## config.mk

```make
export PLATFORM = sky130hd
export DESIGN_NAME = dual_adc_output_control
export DESIGN_NICKNAME = d
export VERILOG_FILES = /design/src/design/dual_adc_output_control.v
export VERILOG_INCLUDE_DIRS = /design/src /design/src/pkg
export SDC_FILE = /design/constraint.sdc
export NUM_CORES = 1
export LEC_CHECK = 0
export BUFFER_PORTS_ARGS = -buffer_cell sky130_fd_sc_hd__buf_2
export CORE_MARGIN = 3
export CORE_UTILIZATION = 39
export CTS_CLUSTER_DIAMETER = 150
export DETAILED_ROUTE_END_ITERATION = 10
export SLEW_MARGIN = 20
export SYNTH_ARGS = -nofsm -noshare
export SYNTH_HDL_FRONTEND = slang
export SYNTH_SLANG_ARGS = --single-unit
```

## constraint.sdc

```tcl
create_clock -name hclk -period 2.6 [get_ports hclk]
set_input_delay 0.26 -clock hclk [delete_from_list [all_inputs] [get_ports hclk]]
set_output_delay 0.26 -clock hclk [all_outputs]
set_load 0.03 [all_outputs]
```

## src/pkg/adc_out_defines.vh

```
// constants for the dual converter output control block
`ifndef ADC_OUT_DEFINES_VH
`define ADC_OUT_DEFINES_VH

// ----------------------------------------
// data path
// ----------------------------------------
`define CODE_W 14
`define CODE_MSB 13
`define SLOT_W 15
`define RANGE_BIT 14
`define PIPE_STAGES 6
`define PIPE_W 90
`define PIPE_TOP_LSB 75

// ----------------------------------------
// format selection levels
// ----------------------------------------
`define LEVEL_GND 2'h0
`define LEVEL_THIRD 2'h1
`define LEVEL_TWO_THIRDS 2'h2
`define LEVEL_SUPPLY 2'h3

// ----------------------------------------
// register byte offsets
// ----------------------------------------
`define REG_IRQ_STATUS 8'h00
`define REG_IRQ_MASK 8'h04
`define REG_CHAN_STATE 8'h08
`define REG_OUT_WORDS 8'h0C

// ----------------------------------------
// interrupt status fields and reset values
// ----------------------------------------
`define EV_A_RANGE 0
`define EV_B_RANGE 1
`define EV_A_WORD 2
`define EV_B_WORD 3
`define EV_W 4
`define IRQ_STATUS_RST 4'h0
`define IRQ_MASK_RST 4'h0

// ----------------------------------------
// channel state fields
// ----------------------------------------
`define ST_FORMAT_LSB 0
`define ST_STAB 2
`define ST_TWOS 3
`define ST_A_LSB 4
`define ST_B_LSB 6
`define CH_NORMAL 2'h0
`define CH_HIZ 2'h1
`define CH_NAP 2'h2
`define CH_SLEEP 2'h3

`endif

```

## src/design/dual_adc_output_control.v

```verilog
// dual converter output control: sampling pipeline, bus swap, power modes, AHB-Lite registers
`timescale 1ns/10ps
// Functional notes
// - each channel samples on own clock rise
// - swap high: A on first, B second
// - swap low: A on second, B first
// - select low, enable low: convert, drive
// - select low, enable high: convert, hi-z
// - select high, enable low: nap, hi-z
// - select high, enable high: sleep, hi-z
// - one format input governs both channels
// - ground: offset binary, stabilizer off
// - one third: offset binary, stabilizer on
// - two thirds: two's complement, stabilizer on
// - supply: two's complement, stabilizer off
// - 14-bit result, bit 13 is MSB
// - range flag high on over/underflow
// - result appears six sample clocks later
`include "adc_out_defines.vh"

module dual_adc_output_control (
	input wire hclk,
	input wire hresetn,
	input wire hsel,
	input wire [7:0] haddr,
	input wire [1:0] htrans,
	input wire hwrite,
	input wire [2:0] hsize,
	input wire [31:0] hwdata,
	input wire hready,
	output wire [31:0] hrdata,
	output wire hreadyout,
	output wire hresp,
	output wire irq,
	input wire chan_a_sample_clock,
	input wire chan_b_sample_clock,
	input wire [13:0] chan_a_sample_code,
	input wire [13:0] chan_b_sample_code,
	input wire chan_a_over_range,
	input wire chan_b_over_range,
	input wire chan_a_under_range,
	input wire chan_b_under_range,
	input wire chan_a_power_down_select,
	input wire chan_b_power_down_select,
	input wire chan_a_output_enable_n,
	input wire chan_b_output_enable_n,
	input wire [1:0] format_select_level,
	input wire bus_swap_select,
	output wire [13:0] first_output_bus,
	output wire first_output_bus_oe,
	output wire first_bus_range_flag,
	output wire first_bus_range_flag_oe,
	output wire [13:0] second_output_bus,
	output wire second_output_bus_oe,
	output wire second_bus_range_flag,
	output wire second_bus_range_flag_oe,
	output wire stabilizer_enable,
	output wire [1:0] chan_a_power_state,
	output wire [1:0] chan_b_power_state
);

// ----------------------------------------
// shared format and stabilizer decode
// ----------------------------------------
wire twos_complement;
wire [1:0] samp_clk;
wire [13:0] samp_code [0:1];
wire [1:0] over_in;
wire [1:0] under_in;
wire [1:0] pd_sel;
wire [1:0] oe_n;
wire [14:0] out_slot [0:1];
wire [1:0] drive_en;
wire [1:0] word_evt;
wire [1:0] range_evt;
wire [1:0] ch_state [0:1];
reg twos_dec;
reg stab_dec;

// one level for both channels
always @* begin
	case (format_select_level)
		`LEVEL_GND: begin
			twos_dec = 1'b0;
			stab_dec = 1'b0;
		end
		`LEVEL_THIRD: begin
			twos_dec = 1'b0;
			stab_dec = 1'b1;
		end
		`LEVEL_TWO_THIRDS: begin
			twos_dec = 1'b1;
			stab_dec = 1'b1;
		end
		`LEVEL_SUPPLY: begin
			twos_dec = 1'b1;
			stab_dec = 1'b0;
		end
		default: begin
			twos_dec = 1'b0;
			stab_dec = 1'b0;
		end
	endcase
end

assign twos_complement = twos_dec;
assign stabilizer_enable = stab_dec;

assign samp_clk = {chan_b_sample_clock, chan_a_sample_clock};
assign samp_code[0] = chan_a_sample_code;
assign samp_code[1] = chan_b_sample_code;
assign over_in = {chan_b_over_range, chan_a_over_range};
assign under_in = {chan_b_under_range, chan_a_under_range};
assign pd_sel = {chan_b_power_down_select, chan_a_power_down_select};
assign oe_n = {chan_b_output_enable_n, chan_a_output_enable_n};

// ----------------------------------------
// per channel pipeline
// ----------------------------------------
genvar ch;
generate
	for (ch = 0; ch < 2; ch = ch + 1) begin : g_chan
		reg clk_prev_ff;
		reg [`PIPE_W-1:0] pipe_ff;
		reg [`PIPE_W-1:0] nxt_pipe;
		reg [`SLOT_W-1:0] out_ff;
		reg [`SLOT_W-1:0] nxt_out;
		reg word_evt_ff;
		reg range_evt_ff;
		wire rise;
		wire [`SLOT_W-1:0] in_slot;
		wire [`SLOT_W-1:0] top_slot;
		wire [1:0] mode;
		reg conv_on;
		reg drive_on;

		// rising edge of this channel's own sample clock
		assign rise = samp_clk[ch] & ~clk_prev_ff;
		// code with its range flag travels as one slot
		assign in_slot = {over_in[ch] | under_in[ch], samp_code[ch]};
		assign top_slot = pipe_ff[`PIPE_W-1:`PIPE_TOP_LSB];
		assign mode = {pd_sel[ch], oe_n[ch]};

		// per channel power mode decode
		always @* begin
			case (mode)
				`CH_NORMAL: begin
					conv_on = 1'b1;
					drive_on = 1'b1;
				end
				`CH_HIZ: begin
					conv_on = 1'b1;
					drive_on = 1'b0;
				end
				`CH_NAP: begin
					conv_on = 1'b0;
					drive_on = 1'b0;
				end
				`CH_SLEEP: begin
					conv_on = 1'b0;
					drive_on = 1'b0;
				end
				default: begin
					conv_on = 1'b0;
					drive_on = 1'b0;
				end
			endcase
		end

		always @* begin
			nxt_pipe = pipe_ff;
			nxt_out = out_ff;
			// nap and sleep freeze conversion; hi-z mode keeps converting
			if (rise && conv_on) begin
				nxt_pipe = {pipe_ff[`PIPE_TOP_LSB-1:0], in_slot};
				// six stages, then out register on the following edge
				nxt_out = {top_slot[`RANGE_BIT], top_slot[`CODE_MSB] ^ twos_complement,
					top_slot[`CODE_MSB-1:0]};
			end
		end

		always @(posedge hclk or negedge hresetn) begin
			if (!hresetn) begin
				clk_prev_ff <= 1'b0;
				pipe_ff <= {`PIPE_W{1'b0}};
				out_ff <= {`SLOT_W{1'b0}};
				word_evt_ff <= 1'b0;
				range_evt_ff <= 1'b0;
			end else begin
				clk_prev_ff <= samp_clk[ch];
				pipe_ff <= nxt_pipe;
				out_ff <= nxt_out;
				word_evt_ff <= rise && conv_on;
				range_evt_ff <= rise && conv_on && top_slot[`RANGE_BIT];
			end
		end

		assign out_slot[ch] = out_ff;
		assign word_evt[ch] = word_evt_ff;
		assign range_evt[ch] = range_evt_ff;
		// drive only when converting with output enabled
		assign drive_en[ch] = drive_on;
		assign ch_state[ch] = {pd_sel[ch], oe_n[ch]};
	end
endgenerate

assign chan_a_power_state = ch_state[0];
assign chan_b_power_state = ch_state[1];

// ----------------------------------------
// output bus swap
// ----------------------------------------
wire first_src;

// swap high keeps A on first bus; low exchanges the buses
assign first_src = bus_swap_select ? 1'b0 : 1'b1;
assign first_output_bus = out_slot[first_src][`CODE_MSB:0];
assign first_bus_range_flag = out_slot[first_src][`RANGE_BIT];
assign first_output_bus_oe = drive_en[first_src];
assign first_bus_range_flag_oe = drive_en[first_src];
assign second_output_bus = out_slot[~first_src][`CODE_MSB:0];
assign second_bus_range_flag = out_slot[~first_src][`RANGE_BIT];
assign second_output_bus_oe = drive_en[~first_src];
assign second_bus_range_flag_oe = drive_en[~first_src];

// ----------------------------------------
// AHB-Lite slave, zero wait
// ----------------------------------------
reg wr_pend_ff;
reg [7:0] addr_ff;
reg [`EV_W-1:0] irq_status_ff;
reg [`EV_W-1:0] nxt_irq_status;
reg [`EV_W-1:0] irq_mask_ff;
reg [31:0] rd_mux;
wire addr_take;
wire [`EV_W-1:0] ev_set;
wire [31:0] state_word;

assign addr_take = hsel && hready && htrans[1];
assign hreadyout = 1'b1;
assign hresp = 1'b0;

always @(posedge hclk or negedge hresetn) begin
	if (!hresetn) begin
		wr_pend_ff <= 1'b0;
		addr_ff <= 8'h00;
	end else begin
		wr_pend_ff <= addr_take && hwrite;
		if (addr_take) begin
			addr_ff <= haddr;
		end
	end
end

// ----------------------------------------
// interrupt status and mask
// ----------------------------------------
assign ev_set[`EV_A_RANGE] = range_evt[0];
assign ev_set[`EV_B_RANGE] = range_evt[1];
assign ev_set[`EV_A_WORD] = word_evt[0];
assign ev_set[`EV_B_WORD] = word_evt[1];

always @* begin
	nxt_irq_status = irq_status_ff;
	if (wr_pend_ff && addr_ff == `REG_IRQ_STATUS) begin
		nxt_irq_status = irq_status_ff & ~hwdata[`EV_W-1:0];
	end
	// set beats a clear in the same cycle
	nxt_irq_status = nxt_irq_status | ev_set;
end

always @(posedge hclk or negedge hresetn) begin
	if (!hresetn) begin
		irq_status_ff <= `IRQ_STATUS_RST;
		irq_mask_ff <= `IRQ_MASK_RST;
	end else begin
		irq_status_ff <= nxt_irq_status;
		if (wr_pend_ff && addr_ff == `REG_IRQ_MASK) begin
			irq_mask_ff <= hwdata[`EV_W-1:0];
		end
	end
end

assign irq = |(irq_status_ff & irq_mask_ff);

// ----------------------------------------
// read data
// ----------------------------------------
assign state_word = {24'h000000, chan_b_power_state, chan_a_power_state,
	twos_complement, stabilizer_enable, format_select_level};

always @* begin
	case (addr_ff)
		`REG_IRQ_STATUS: rd_mux = {28'h0000000, irq_status_ff};
		`REG_IRQ_MASK: rd_mux = {28'h0000000, irq_mask_ff};
		`REG_CHAN_STATE: rd_mux = state_word;
		`REG_OUT_WORDS: rd_mux = {1'b0, out_slot[1], 1'b0, out_slot[0]};
		default: rd_mux = 32'h00000000;
	endcase
end

assign hrdata = rd_mux;

endmodule // dual_adc_output_control

```

==> summary.txt <==
Synth
  • Fraction of registers with async set/reset: 1.00
  • Average cell area after synthesis: around 15 sq um
  • Synth Instances: 620
  • EDFF count, synth: 0
  • #FFs+latches synth: roughly 230
  • Cell Area, Synth: roughly 9500 sq um
  • Yosys cell types: 28
  • Sequential share of the synthesized area: 0.612
  • Ys Warns: 0
  • Synth Flop Type: dfrtp_1

Setup path
  • Worst path required time: roughly 2.3 ns
  • Critical Path AT: approximately 2.3 ns
  • Crit. End Element: primary output
  • Reg-to-reg setup timing slack: roughly 0.85 ns
  • Startpoint Class: flop
  • Critical Setup Path Class: reg2out
  • Critical Path Fanout Max: 10

Place
  • Routability cong.: approximately 0.82
  • Pre-CTS WS: approximately 0.44 ns
  • Port bufs: 128
  • DPL Wire Length: 11700 microns

Routing
  • Initial DRC count: approximately 260
  • Final WL: roughly 17000 microns
  • Routed wl met3: 948 microns
  • Antenna Violating Nets Remaining: 0
  • DR WL met2: 8370 microns
  • Top layer reached by signal wires: met4
  • Vias per std cell: 4.80
  • M1 WL: slightly below 8000 microns
  • First-pass DRT Iterations: 4
  • Via count: 5416
  • Residual DRC: 0
  • WL/cell: ~15 microns

Layout
  • Multi-input gate area: 3470 sq um
  • Syn-to-layout area delta: 24.4%
  • Storage element area: approximately 5800 sq um
  • Fin nets: around 890
  • Fill cells: between 2000 and 2500
  • Layout cell share with drive strength beyond 1: 0.287

GRT
  • Grt ovf: 0
  • First-pass GRT wire length: 28800 microns
  • Initial antenna violation count: 0
  • Total GRT Usage: 0.133
  • Largest net degree at the start of global routing: roughly 110
  • Vias in the first global route: around 5800

Clock network
  • Root Buffer: clkbuf_16
  • Clock buffer depth: 3
  • Sink Count: 233
  • Clk_lat worst skew: 0.50 ns
  • Clock slew at reported path FFs: 0.06 ns
  • CTS tree: built
  • H-Tree Depth: 1
  • Num CTS Buffers: 25

Floorplan
  • Starting density of the core: 0.401
  • Num rows: 56
  • Die Y: 162 microns
  • Core area: 23800 sq um
  • Top Ports: 165
  • Die W: approximately 160 microns
  • Die area: 26300 sq um

Job
  • Max Cap Viol: 0

Timing
  • Setup_tns: 0 ns
  • Final setup margin: between 0.08 and 0.09 ns
  • Max Clk Rate: 398 MHz
  • Final cycle utilization of the critical path: 0.966
  • Final setup vio count: 0
  • Worst-Margin Slew: between 0.8 and 0.9 ns
  • Fin. max-slew vios: 0
  • Slew margin rel.: 0.447
  • Final hold vios: 0
  • Layout Skew: about 0.011 ns
  • Minimum clock period: ~2.5 ns

Power and ir drop
  • Pwr Density: approximately 1000 nW/um^2
  • Peak supply drop: roughly 0.00064 V
  • Leak pwr: approximately 5.5 nW

Status
  • Outcome: completed

Hold path
  • Tightest Hold Check Type: in2reg
==> cell usage after synthesis (3+ instances only) <==
cell / count / area [sq um]
and2_1: 24 / 150
a21oi_1: 7 / 35.0
mux2i_1: 4 / 40.0
nor2_1: 18 / 67.6
buf_2: 25 / 125
clkbuf_1: 3 / 11.3
dfrtp_1: 233 / 5830
inv_1: 4 / 15.0
mux2_2: 41 / 462
mux2_1: 212 / 2390
mux4_2: 3 / 67.6
nand2_1: 4 / 15.0
nor3b_1: 6 / 45.0
buf_4: 12 / 90.1
buf_1: 3 / 11.3
==> layer usage <==
metal | GRT usage | up-vias
met5 | 0 | -
met4 | 0.0364 | 0
met3 | 0.0230 | 24
met2 | 0.222 | 117
met1 | 0.181 | 2762
li1 | - | 2513
==> final cells by class <==
type                       count  area share
clock buffer                  39      0.0649
inverter                       4     0.00127
sequential                   233       0.492
timing repair buffer         186       0.112
multi-input combinational    342       0.293
tap                          319      0.0337
antenna                        1    0.000211
clock inverter                 5     0.00243
==> worst max-delay path, stage by stage (launching register included) <==
cell,delay [ns]
dfrtp_1,0.38
or4_4,0.58
nor3_4,0.18
buf_6,0.15
buf_4,0.15
and2_1,0.15
buf_4,0.16
==> registers in the layout (all words and copies together) (netlist names) <==
| signal | flops |
|---|---|
| g_chan.out_ff | 30 |
| g_chan.range_evt_ff | 2 |
| g_chan.word_evt_ff | 2 |
| wr_pend_ff | 1 |
| irq_mask_ff | 4 |
| irq_status_ff | 4 |
| g_chan.clk_prev_ff | 2 |
| addr_ff | 8 |
| g_chan.pipe_ff | 180 |
==> kinds of logic after synthesis <==
| group | share of synthesized area |
|---|---|
| compound gates | 0.00618 |
| other cells | 0.000789 |
| xor+xnor | 0.00184 |
| buf+inv | 0.0265 |
| flops | 0.612 |
| mux | 0.311 |
| simple gates | 0.0390 |
| fa+ha+maj | 0.00263 |
==> layout by cell type (no fill, tap or decap), types with 5 or more instances in the layout <==
cell type	count
buf_2	105
clkbuf_4	7
clkbuf_1	5
and2_1	24
buf_12	5
dlygate4sd3_1	44
nor2_1	18
clkbuf_16	25
clkbuf_8	9
buf_4	20
dfrtp_1	233
mux2_1	212
a21oi_1	7
mux2_2	41
==> path summary, 6_finish.rpt <==
| kind | from | to | cells past startpoint |
|---|---|---|---|
| hold / removal | chan_b_over_range | g_chan[1].pipe_ff[14] | 3 |
| setup / recovery | addr_ff[6] | hrdata[20] | 6 |
| min in group asynchronous | hresetn | g_chan[0].pipe_ff[33] | 2 |
| setup reg to reg | addr_ff[4] | irq_mask_ff[3] | 4 |
| hold reg to reg | g_chan[0].pipe_ff[56] | g_chan[0].pipe_ff[56] | 1 |
| max in group asynchronous | hresetn | g_chan[1].pipe_ff[75] | 3 |
==> report_power, final <==
part	switching (mW)	leakage (nW)	internal, mW	total (mW)
clock	1.32	0.399	2.02	3.34
combinational	1.25	2.27	1.28	2.53
sequential	0.865	2.84	5.04	5.90
total	3.44	5.51	8.34	11.8
==> through the flow <==
step	power, mW	hold slack (ns)	cells	area (sq um)	utilization
final	11.8	0.0577	1129	11800	0.499
after global routing	12.6	0.0755	1128	11800	0.498
after CTS	12.0	0.0383	1124	11700	0.494
after detailed placement	8.51	0.243	1036	10500	0.442
after global placement	8.40	0.239	1036	10500	0.442
after floorplan	7.55	-0.0356	622	9530	-
==> what timing repair did <==
action / in CTS / in global routing
endpoints found under the setup margin: 22 / 26
setup buffers: 0 / 3
pin swaps: 1 / 1
hold endpoints to repair: 103 / 0
cloned: 0 / 1
hold buffers: 44 / 0
gates resized for setup: 2 / 42
No activity file was read; power rests on OpenSTA's default activity.
